[config.mk]
export PLATFORM = sky130hd
export DESIGN_NAME = irq_controller
export DESIGN_NICKNAME = d
export VERILOG_FILES = /design/src/irq_ctrl_pkg.sv /design/src/irq_controller.sv /design/src/irq_arbiter.sv /design/src/irq_level_tracker.sv
export VERILOG_INCLUDE_DIRS = /design/src /design/src/src
export SDC_FILE = /design/constraint.sdc
export NUM_CORES = 1
export LEC_CHECK = 0
export BUFFER_PORTS_ARGS = -buffer_cell sky130_fd_sc_hd__clkbuf_2
export CORE_MARGIN = 2
export CORE_UTILIZATION = 47
export CTS_CLUSTER_DIAMETER = 100
export DETAILED_ROUTE_END_ITERATION = 10
export PLACE_DENSITY = 0.77
export SETUP_SLACK_MARGIN = 0.15
export SYNTH_ARGS = -nofsm -noshare
export SYNTH_HDL_FRONTEND = slang
export SYNTH_SLANG_ARGS = --single-unit
[constraint.sdc]
create_clock -name clk -period 2.2 [get_ports clk]
set_input_delay 0.66 -clock clk [delete_from_list [all_inputs] [get_ports clk]]
set_output_delay 0.66 -clock clk [all_outputs]
set_load 0.01 [all_outputs]
[src/irq_ctrl_regs.svh]
`ifndef IRQ_CTRL_REGS_SVH
`define IRQ_CTRL_REGS_SVH

// Register indices; the byte address is four times the index
`define IRQ_EN_IDX        8'hA8
`define IRQ_EXT_IDX       8'hA9
`define IRQ_PR_IDX        8'hB8
`define IRQ_WDC_IDX       8'hC0
`define IRQ_BIT_IDX       8'hF0
`define IRQ_STAT_IDX      8'hF1
`define IRQ_ADDR(idx)     ({2'b00, idx, 2'b00})

// Bit-address windows of the bit-addressable registers
`define IRQ_EN_BIT_BASE   8'hA8
`define IRQ_PR_BIT_BASE   8'hB8
`define IRQ_BIT_VAL_POS   8

// Reset values
`define IRQ_EN_RST        8'h00
`define IRQ_EXT_RST       8'hA0
`define IRQ_PR_RST        8'h00
`define IRQ_WDC_RST       8'h10

// Field positions
`define IRQ_GLOBAL_POS    7
`define IRQ_SUPPLY_EN_POS 1
`define IRQ_WDC_TO_POS    2

// Source positions in polling order
`define IRQ_SRC_SUPPLY    4'h0
`define IRQ_SRC_EXT0      4'h5
`define IRQ_SRC_EXT1      4'h7
`define IRQ_NUM_SRC       13

`endif

[src/irq_ctrl_pkg.sv]
package irq_ctrl_pkg;

    // Level of a routine in progress: 0 none, 1 low, 2 high, 3 supply
    typedef logic [1:0]  level_type;
    typedef logic [12:0] src_vec_type;
    typedef logic [3:0]  src_idx_type;

    // Lowest set index, that is the first in polling order
    function automatic src_idx_type first_set(input src_vec_type v);
        src_idx_type r;
        int          i;
        r = 4'h0;
        for (i = 12; i >= 0; i--) begin
            if (v[i]) begin
                r = 4'(i);
            end
        end
        return r;
    endfunction

    // Mask of all positions polled before idx
    function automatic src_vec_type lower_mask(input src_idx_type idx);
        src_vec_type m;
        int          i;
        m = 13'h0000;
        for (i = 0; i < 13; i++) begin
            m[i] = (i < int'(idx));
        end
        return m;
    endfunction

endpackage

[src/irq_controller.sv]
// Decided for this implementation: the APB slave port.
`timescale 1ns/1ns
`include "irq_ctrl_regs.svh"
// Behaviour
// - Twelve interrupt sources plus the watchdog are arbitrated across three levels.
// - The supply interrupt alone sits at the fixed top level.
// - A pending supply interrupt preempts any running low- or high-tier routine.
// - A high-tier request preempts a routine running at the low tier.
// - When tiers collide in one cycle the high tier is granted first.
// - A request never preempts a routine of its own level.
// - Same-level requests resolve in the fixed polling order, supply first, second UART last.
// - Bit 7 of the enable register gates every source.
// - The enable register holds the per-source enables of the classic sources.
// - The priority register holds one tier bit per classic source, 1 meaning high.
// - Enable and priority registers can be changed one bit at a time; the extension cannot.
// - Reset loads 0x00, 0x00, 0xA0 and 0x10 into the four registers.
// - The tier of each source except the supply and the watchdog (fixed low) comes from the priority and extension registers together.
// - The extension register holds the remaining enables and tier bits.
// - Wake-up events are latched apart while the core is off; requests act only when it runs.
// - An external wake-up leaves an external interrupt pending until it is serviced.
module irq_controller
    import irq_ctrl_pkg::*;
(
    // Clock and reset
    input  wire logic        clk,
    input  wire logic        rst_n,
    // APB slave
    input  wire logic        psel,
    input  wire logic        penable,
    input  wire logic        pwrite,
    input  wire logic [11:0] paddr,
    input  wire logic [31:0] pwdata,
    output logic      [31:0] prdata,
    output logic             pready,
    output logic             pslverr,
    // Interrupt sources in polling order
    input  wire logic [12:0] irq_src,
    input  wire logic        wdt_timeout,
    // Wake-up events from the core-off sleep mode
    input  wire logic        wake_ext0,
    input  wire logic        wake_ext1,
    // Processor core
    input  wire logic        core_running,
    input  wire logic        irq_ack,
    input  wire logic        irq_reti,
    output logic             irq_req,
    output logic      [3:0]  irq_vector,
    output logic      [1:0]  irq_level
);

    ////////////////////////////////////////////////////////////////////////////////
    // Declarations

    logic [7:0]  en_ff;
    logic [7:0]  ext_ff;
    logic [7:0]  pr_ff;
    logic [7:0]  wdc_ff;
    logic [1:0]  wake_pend_ff;
    logic        pready_ff;
    logic        pslverr_ff;
    logic [31:0] prdata_ff;
    logic        irq_req_ff;
    logic [3:0]  irq_vector_ff;
    logic [1:0]  irq_level_ff;

    logic        setup;
    logic        wr_commit;
    logic        mapped;
    logic [7:0]  wr_byte;
    logic [7:0]  bit_addr;
    logic        bit_val;
    logic        bit_wr;
    logic        bit_en;
    logic        bit_pr;
    src_vec_type src_en;
    src_vec_type src_prio;
    src_vec_type pend;
    src_vec_type high_pend;
    src_vec_type low_pend;
    logic        grant_valid;
    src_idx_type grant_idx;
    level_type   grant_level;
    level_type   cur_level;
    logic [31:0] rd_word;

    ////////////////////////////////////////////////////////////////////////////////
    // APB decode

    // Setup phase samples the read data; access phase commits the write
    assign setup     = psel && !penable;
    assign wr_commit = psel && penable && pready_ff && pwrite;
    assign wr_byte   = pwdata[7:0];
    assign bit_addr  = pwdata[7:0];
    assign bit_val   = pwdata[`IRQ_BIT_VAL_POS];
    assign bit_wr    = wr_commit && paddr == `IRQ_ADDR(`IRQ_BIT_IDX);
    // Only the enable and priority windows accept bit writes
    assign bit_en    = bit_wr && bit_addr[7:3] == 5'(`IRQ_EN_BIT_BASE >> 3);
    assign bit_pr    = bit_wr && bit_addr[7:3] == 5'(`IRQ_PR_BIT_BASE >> 3);

    // Read mux; unmapped addresses read zero and flag an error
    always_comb begin
        rd_word = 32'h0000_0000;
        mapped  = 1'b1;
        case (paddr)
            `IRQ_ADDR(`IRQ_EN_IDX):   rd_word[7:0] = en_ff;
            `IRQ_ADDR(`IRQ_EXT_IDX):  rd_word[7:0] = ext_ff;
            `IRQ_ADDR(`IRQ_PR_IDX):   rd_word[7:0] = pr_ff;
            `IRQ_ADDR(`IRQ_WDC_IDX):  rd_word[7:0] = wdc_ff;
            `IRQ_ADDR(`IRQ_BIT_IDX):  rd_word      = 32'h0000_0000;
            `IRQ_ADDR(`IRQ_STAT_IDX): rd_word[11:0] = {wake_pend_ff, cur_level, irq_level_ff,
                                                      irq_req_ff, 1'b0, irq_vector_ff};
            default:                  mapped = 1'b0;
        endcase
    end

    // One wait-free access phase: pready rises the cycle after setup
    always_ff @(posedge clk or negedge rst_n) begin
        if (!rst_n) begin
            pready_ff  <= 1'b0;
            pslverr_ff <= 1'b0;
            prdata_ff  <= 32'h0000_0000;
        end else begin
            pready_ff  <= setup;
            pslverr_ff <= setup && !mapped;
            if (setup && !pwrite) begin
                prdata_ff <= rd_word;
            end
        end
    end

    ////////////////////////////////////////////////////////////////////////////////
    // Configuration registers

    // Enable register, by byte or by single bit
    always_ff @(posedge clk or negedge rst_n) begin
        if (!rst_n) begin
            en_ff <= `IRQ_EN_RST;
        end else if (wr_commit && paddr == `IRQ_ADDR(`IRQ_EN_IDX)) begin
            en_ff <= wr_byte;
        end else if (bit_en) begin
            en_ff[bit_addr[2:0]] <= bit_val;
        end
    end

    // Priority register, by byte or by single bit
    always_ff @(posedge clk or negedge rst_n) begin
        if (!rst_n) begin
            pr_ff <= `IRQ_PR_RST;
        end else if (wr_commit && paddr == `IRQ_ADDR(`IRQ_PR_IDX)) begin
            pr_ff <= wr_byte;
        end else if (bit_pr) begin
            pr_ff[bit_addr[2:0]] <= bit_val;
        end
    end

    // Extension register, whole byte only
    always_ff @(posedge clk or negedge rst_n) begin
        if (!rst_n) begin
            ext_ff <= `IRQ_EXT_RST;
        end else if (wr_commit && paddr == `IRQ_ADDR(`IRQ_EXT_IDX)) begin
            ext_ff <= wr_byte;
        end
    end

    // Watchdog control; a timeout sets its flag even during a write
    always_ff @(posedge clk or negedge rst_n) begin
        if (!rst_n) begin
            wdc_ff <= `IRQ_WDC_RST;
        end else begin
            if (wr_commit && paddr == `IRQ_ADDR(`IRQ_WDC_IDX)) begin
                wdc_ff <= wr_byte;
            end
            if (wdt_timeout) begin
                wdc_ff[`IRQ_WDC_TO_POS] <= 1'b1;
            end
        end
    end

    ////////////////////////////////////////////////////////////////////////////////
    // Source mapping

    // Enable and tier per source, in polling order; the watchdog has no bits of its own
    assign src_en = {ext_ff[5], en_ff[5], en_ff[4], ext_ff[0], en_ff[3], en_ff[2],
                     en_ff[1], en_ff[0], en_ff[6], 1'b1, ext_ff[3], ext_ff[2],
                     ext_ff[`IRQ_SUPPLY_EN_POS]};
    assign src_prio = {ext_ff[7], pr_ff[5], pr_ff[4], ext_ff[4], pr_ff[3], pr_ff[2],
                       pr_ff[1], pr_ff[0], pr_ff[6], 1'b0, pr_ff[7], ext_ff[6],
                       1'b0};

    // Wake-ups are folded into the external requests only once the core runs
    always_comb begin
        pend = irq_src;
        pend[`IRQ_SRC_EXT0] = irq_src[`IRQ_SRC_EXT0] | wake_pend_ff[0];
        pend[`IRQ_SRC_EXT1] = irq_src[`IRQ_SRC_EXT1] | wake_pend_ff[1];
        pend = pend & src_en & {13{en_ff[`IRQ_GLOBAL_POS] && core_running}};
    end

    assign high_pend = pend & src_prio & 13'h1FFE;
    assign low_pend  = pend & ~src_prio & 13'h1FFE;

    ////////////////////////////////////////////////////////////////////////////////
    // Wake-up latch

    // Latched while the core is off; cleared when its vector is taken, set wins
    always_ff @(posedge clk or negedge rst_n) begin
        if (!rst_n) begin
            wake_pend_ff <= 2'h0;
        end else begin
            if (irq_ack && irq_req_ff && irq_vector_ff == `IRQ_SRC_EXT0) begin
                wake_pend_ff[0] <= 1'b0;
            end
            if (irq_ack && irq_req_ff && irq_vector_ff == `IRQ_SRC_EXT1) begin
                wake_pend_ff[1] <= 1'b0;
            end
            if (wake_ext0 && !core_running) begin
                wake_pend_ff[0] <= 1'b1;
            end
            if (wake_ext1 && !core_running) begin
                wake_pend_ff[1] <= 1'b1;
            end
        end
    end

    ////////////////////////////////////////////////////////////////////////////////
    // Arbitration and core request

    irq_arbiter u_arbiter (
        .req         (pend),
        .prio        (src_prio),
        .cur_level   (cur_level),
        .grant_valid (grant_valid),
        .grant_idx   (grant_idx),
        .grant_level (grant_level)
    );

    // The level is pushed from the registered request the core saw
    irq_level_tracker u_tracker (
        .clk        (clk),
        .rst_n      (rst_n),
        .push       (irq_ack && irq_req_ff),
        .push_level (irq_level_ff),
        .pop        (irq_reti),
        .cur_level  (cur_level)
    );

    // Request registered each cycle; dropped while the ack is seen to avoid a double take
    always_ff @(posedge clk or negedge rst_n) begin
        if (!rst_n) begin
            irq_req_ff    <= 1'b0;
            irq_vector_ff <= 4'h0;
            irq_level_ff  <= 2'h0;
        end else begin
            irq_req_ff    <= grant_valid && !irq_ack;
            irq_vector_ff <= grant_idx;
            irq_level_ff  <= grant_level;
        end
    end

    assign prdata     = prdata_ff;
    assign pready     = pready_ff;
    assign pslverr    = pslverr_ff;
    assign irq_req    = irq_req_ff;
    assign irq_vector = irq_vector_ff;
    assign irq_level  = irq_level_ff;

    ////////////////////////////////////////////////////////////////////////////////
    // Assertions

    property p_global_off;
        @(posedge clk) disable iff (!rst_n)
        !en_ff[`IRQ_GLOBAL_POS] |=> !irq_req_ff;
    endproperty
    a_global_off: assert property (p_global_off) else $error("request with global enable off");

    property p_sleep_quiet;
        @(posedge clk) disable iff (!rst_n)
        !core_running |=> !irq_req_ff;
    endproperty
    a_sleep_quiet: assert property (p_sleep_quiet) else $error("request while core is off");

    property p_supply_first;
        @(posedge clk) disable iff (!rst_n)
        core_running && irq_src[0] && ext_ff[`IRQ_SUPPLY_EN_POS] && en_ff[`IRQ_GLOBAL_POS]
            && cur_level != 2'h3 && !irq_ack |=> irq_req_ff && irq_vector_ff == 4'h0
            && irq_level_ff == 2'h3;
    endproperty
    a_supply_first: assert property (p_supply_first) else $error("supply not granted at top");

    property p_supply_alone;
        @(posedge clk) disable iff (!rst_n)
        irq_level_ff == 2'h3 |-> irq_vector_ff == 4'h0;
    endproperty
    a_supply_alone: assert property (p_supply_alone) else $error("other source at top level");

    property p_no_same_level;
        @(posedge clk) disable iff (!rst_n)
        irq_req_ff |-> irq_level_ff > $past(cur_level);
    endproperty
    a_no_same_level: assert property (p_no_same_level) else $error("equal level preempted");

    property p_high_before_low;
        @(posedge clk) disable iff (!rst_n)
        irq_req_ff && irq_level_ff == 2'h1 |-> $past(high_pend) == 13'h0000;
    endproperty
    a_high_before_low: assert property (p_high_before_low) else $error("low tier won over high");

    property p_poll_order;
        @(posedge clk) disable iff (!rst_n)
        irq_req_ff && irq_level_ff == 2'h1
            |-> ($past(low_pend) & lower_mask(irq_vector_ff)) == 13'h0000;
    endproperty
    a_poll_order: assert property (p_poll_order) else $error("polling order broken");

    property p_ext_not_bitwise;
        @(posedge clk) disable iff (!rst_n)
        bit_wr |=> $stable(ext_ff);
    endproperty
    a_ext_not_bitwise: assert property (p_ext_not_bitwise) else $error("bit write hit extension");

    property p_bit_set_global;
        @(posedge clk) disable iff (!rst_n)
        bit_wr && bit_addr == 8'hAF |=> en_ff[7] == $past(bit_val);
    endproperty
    a_bit_set_global: assert property (p_bit_set_global) else $error("bit write to enable lost");

    property p_ext_write;
        @(posedge clk) disable iff (!rst_n)
        wr_commit && paddr == `IRQ_ADDR(`IRQ_EXT_IDX) |=> ext_ff == $past(pwdata[7:0]);
    endproperty
    a_ext_write: assert property (p_ext_write) else $error("extension write lost");

    property p_wake_latch;
        @(posedge clk) disable iff (!rst_n)
        wake_ext0 && !core_running |=> wake_pend_ff[0] [*2];
    endproperty
    a_wake_latch: assert property (p_wake_latch) else $error("wake-up not held pending");

    c_preempt_low: cover property (@(posedge clk) disable iff (!rst_n)
        cur_level == 2'h1 && irq_req_ff && irq_level_ff == 2'h2);
    c_supply_over_high: cover property (@(posedge clk) disable iff (!rst_n)
        cur_level == 2'h2 && irq_req_ff && irq_level_ff == 2'h3);
    c_wake_vector: cover property (@(posedge clk) disable iff (!rst_n)
        irq_ack && irq_req_ff && irq_vector_ff == 4'h5 && wake_pend_ff[0]);
endmodule

[src/irq_arbiter.sv]
`timescale 1ns/1ns
`include "irq_ctrl_regs.svh"
module irq_arbiter
    import irq_ctrl_pkg::*;
(
    // Requests
    input  wire src_vec_type req,
    input  wire src_vec_type prio,
    input  wire level_type   cur_level,
    // Winner
    output logic             grant_valid,
    output src_idx_type      grant_idx,
    output level_type        grant_level
);
    src_vec_type high_req;
    src_vec_type low_req;

    // Supply first, then high tier, then low tier
    always_comb begin
        high_req = req & prio & 13'h1FFE;
        low_req  = req & ~prio & 13'h1FFE;
        if (req[`IRQ_SRC_SUPPLY]) begin
            grant_idx   = `IRQ_SRC_SUPPLY;
            grant_level = 2'h3;
        end else if (|high_req) begin
            grant_idx   = first_set(high_req);
            grant_level = 2'h2;
        end else begin
            grant_idx   = first_set(low_req);
            grant_level = 2'h1;
        end
        // Only a strictly higher level may preempt
        grant_valid = (|req) && (grant_level > cur_level);
    end
endmodule

[src/irq_level_tracker.sv]
`timescale 1ns/1ns
module irq_level_tracker
    import irq_ctrl_pkg::*;
(
    // Clock and reset
    input  wire logic      clk,
    input  wire logic      rst_n,
    // Core events
    input  wire logic      push,
    input  wire level_type push_level,
    input  wire logic      pop,
    // Level now in service
    output level_type      cur_level
);
    logic [2:0] active_ff;
    logic [2:0] nxt_active;
    logic [2:0] popped;

    // Return clears the highest level first, then a new entry is added
    always_comb begin
        popped = active_ff;
        if (pop) begin
            if (active_ff[2]) begin
                popped[2] = 1'b0;
            end else if (active_ff[1]) begin
                popped[1] = 1'b0;
            end else begin
                popped[0] = 1'b0;
            end
        end
        nxt_active = popped;
        if (push && push_level != 2'h0) begin
            nxt_active[push_level - 2'h1] = 1'b1;
        end
    end

    // Levels in progress
    always_ff @(posedge clk or negedge rst_n) begin
        if (!rst_n) begin
            active_ff <= 3'h0;
        end else begin
            active_ff <= nxt_active;
        end
    end

    assign cur_level = active_ff[2] ? 2'h3 : active_ff[1] ? 2'h2 : active_ff[0] ? 2'h1 : 2'h0;

    property p_reti_pops;
        @(posedge clk) disable iff (!rst_n)
        pop && !push && active_ff == 3'h3 |=> active_ff == 3'h1;
    endproperty
    a_reti_pops: assert property (p_reti_pops) else $error("return did not restore level");
endmodule

==> qor.txt <==
Status -> finished, final reports clean
CP max stage delay -> 0.52 ns
Startpoint Class -> input port
Fillers -> 527
Clock Latency Late Sink -> 0.35 ns
Tcrit/Tclk final -> 0.9876
Area of the multi-input gates -> 0.002196 sq mm
Busiest grt layer -> met2
Chain of cells forming the critical path -> buf_6 > nor4b_4 > nand3b_4 > or4_4 > nor3b_4 > a21oi_2 > a211oi_2
Layout Area Growth over Synthesis -> 44.04%
Detail Route Antenna Nets -> 0
GRT overflow -> 0
GR Util met1 -> 0.3975
Post-Syn Area per Cell -> 8.944 sq um
Final Core Density -> 0.7032
Root Buffer -> clkbuf_8
Share of post-route cells with drive strength above 1 -> 0.4322
Maximum VDD drop -> 0.0002840 V
GR Util met2 -> 0.4802
Yosys warns -> 0
Max_cap viols -> 0
Die W -> 91.03 microns
Critical Path RT -> 2.45 ns
Residual DRC count -> 0
Port bufs -> 65
Area leader, netlist -> dfrtp_1
Synth Cell Area -> 0.003560 sq mm
Crit Path Category -> in -> reg
RSZ-0062 raised after global routing -> true
FF+latch area -> 0.001456 sq mm
IO Pins -> 109
Avg WL per Cell -> 19.83 microns
Final nets -> 618
Die Height -> 91.03 microns
Drt pass-1 iters -> 5
Synth top area cells -> dfrtp_1, nor2_1, mux2_2, a21oi_1, buf_4
Setup_tns -> 0 ns
Clk_skew -> 0.01359 ns
Via count -> 3,971
FP Rows -> 31
Met3 usage -> 0.07220
WP buf/inv -> 1
Slowest cell on the critical path -> or4_4
Period minus WS final -> 2.173 ns
Worst hold path class -> in -> async
CTS tree -> done
TritonCTS Buffers -> 9
Yosys reg bits -> 58
Post-DP HPWL -> 9073 microns
Worst Path Max Fanout -> 5
Dpl cells -> 623
First-pass GRT wire length -> 19,620 microns
Sequential cell area fraction in the yosys report -> 0.4088
Final setup violation count -> 0
Post-synth EDFFs -> 0
Pins over their slew limit -> 0
Worst slew margin -> 0.6168
Critical Path AT -> 2.42 ns
FFs w/ async S/R, synth -> 1.000
Slew @ Worst Pin -> 0.5748 ns
Clk buf depth -> 2
Die area -> 0.008286 sq mm
GPL Wtd Cong -> 0.9921
Post-synth top area share -> 0.3866
Power per cell area -> 467.8 mW/mm^2
Library cells used by synthesis -> 60
Core area -> 0.007292 sq mm
Ant. Diodes -> 0
Routed Wire Length -> 12,930 microns
Post-layout instance count excluding filler cells -> 652
Largest net degree at the start of global routing -> 59
Lkg Pwr -> 2.449 nW
CP Capture Type -> register
Vias per cell -> 6.090
H-tree depth -> 3
Drt first-iter violations -> 391
Prevailing post-synth register cell -> dfrtp_1
Initial Utilization -> 0.4882
CP delay by family, top -> simple AND/OR/NAND/NOR gates
Vias in the first global route -> 3,811
Sink Count -> 58
Endpoints failing hold -> 0
GRT Overall Usage -> 0.3037
Initial antenna violation count -> 0
Hold slack -> 0.3034 ns
Cells after synthesis -> 398
Fmax -> 460.3 MHz
Clk slew on worst S/H paths -> 0.08 ns
per-layer routing:
layer  vias up  routed length, microns  part of all wire
met3        50                    1132             0.088
met4         0                     488             0.038
li1       1753                       -                 -
met2       281                    6199              0.48
met1      1887                    5106              0.39
met5         -                       0                 0
registers in the layout, summed over array words and instances, names as in the netlist, 2 cells and up:
name and flops:
prdata 12, en_ff 8, ext_ff 8, pr_ff 8
wdc_ff 8, irq_vector 4, u_tracker.active_ff 3, irq_level 2
wake_pend_ff 2
synthesized netlist by cell type, drive strengths merged (3+ instances only):
cell type and count:
a211oi 4, a21oi 30, a221oi 7, a222oi 7
a31oi 12, and2 4, and3 3, buf 22
clkbuf 14, dfrtp 55, dfstp 3, inv 11
mux2 15, mux2i 6, nand2 35, nand2b 6
nand3 15, nand3b 5, nand4 12, nand4b 3
nor2 50, nor3 8, nor4 6, nor4b 3
o21ai 20
report_power, final:
group	internal (mW)	leakage [nW]	switching, mW	total (mW)
Sequential	1.09	0.753	0.0147	1.11
Clock	0.532	0.100	0.479	1.01
Combinational	0.115	1.60	0.168	0.282
cell type report:
cell class	instances	share of cell area
Multi-Input combinational cell	312	0.4283
Inverter	11	0.008053
Sequential cell	58	0.2840
Clock inverter	7	0.01513
Timing Repair Buffer	156	0.2162
Clock buffer	9	0.02416
Tap cell	99	0.02416
final timing paths:
kind | from | to | slack [ns] | depth (start not counted)
max reg2reg | en_ff[7] | irq_req | 0.03 | 9
max in group asynchronous | rst_n | wdc_ff[4] | 1.59 | 2
max | paddr[10] | en_ff[1] | 0.03 | 7
min reg2reg | prdata[10] | prdata[10] | 0.48 | 2
min in group clk | prdata[10] | prdata[10] | 0.48 | 2
min | rst_n | wdc_ff[5] | 0.30 | 2
per-stage QoR:
stage | total power [mW] | setup slack, ns | cell area [sq um]
after floorplan | 1.253 | -0.1934 | 3739
after global placement | 1.377 | -0.3746 | 4588
after detailed placement | 1.384 | -0.5001 | 4588
after CTS | 2.386 | 0.06304 | 4908
after global routing | 2.489 | -0.06269 | 5127
final | 2.399 | 0.02729 | 5127
cells in the final DEF, fill, tap and decap left out, types with 3 or more instances in the layout:
| cell | n |
|---|---|
| a21oi_1 | 27 |
| a31oi_1 | 11 |
| conb_1 | 20 |
| buf_12 | 3 |
| nor2_1 | 47 |
| nand2_2 | 4 |
| o21ai_0 | 16 |
| nand4_1 | 12 |
| inv_1 | 9 |
| dfrtp_1 | 54 |
| nand2_1 | 30 |
| mux2i_1 | 6 |
| nand3b_1 | 4 |
| o21ai_1 | 3 |
| nor3_1 | 6 |
| nand3_2 | 3 |
| nor4b_4 | 3 |
| nand4b_1 | 3 |
| mux2_2 | 15 |
| dfstp_2 | 3 |
| clkbuf_2 | 60 |
| clkbuf_8 | 9 |
| a222oi_1 | 7 |
| nand2b_1 | 6 |
| buf_6 | 12 |
| nor4_4 | 3 |
| a221oi_1 | 7 |
| a211oi_1 | 3 |
| nand3_1 | 12 |
| buf_4 | 79 |
cells by family (layout without fill, tap and decap cells):
| family | Yosys count | in the layout | synth area share |
|---|---|---|---|
| AO/OA/AOI/OAI | 107 | 107 | 0.1997 |
| adder cells (fa/ha/maj) | 2 | 2 | 0.007029 |
| buffers and inverters | 47 | 183 | 0.07100 |
| flip-flops | 58 | 58 | 0.4088 |
| multiplexers | 21 | 21 | 0.06432 |
| other | 1 | 20 | 0.001053 |
| AND/OR/NAND/NOR | 162 | 162 | 0.2482 |
repair_timing:
item	CTS	global route
buffers inserted	5	7
pin swaps	11	27
gates resized for setup	16	39
cloned	0	1
endpoints found under the setup margin	5	24
hold buffers	0	0
Note: power is estimated with default switching activity, not from simulation.
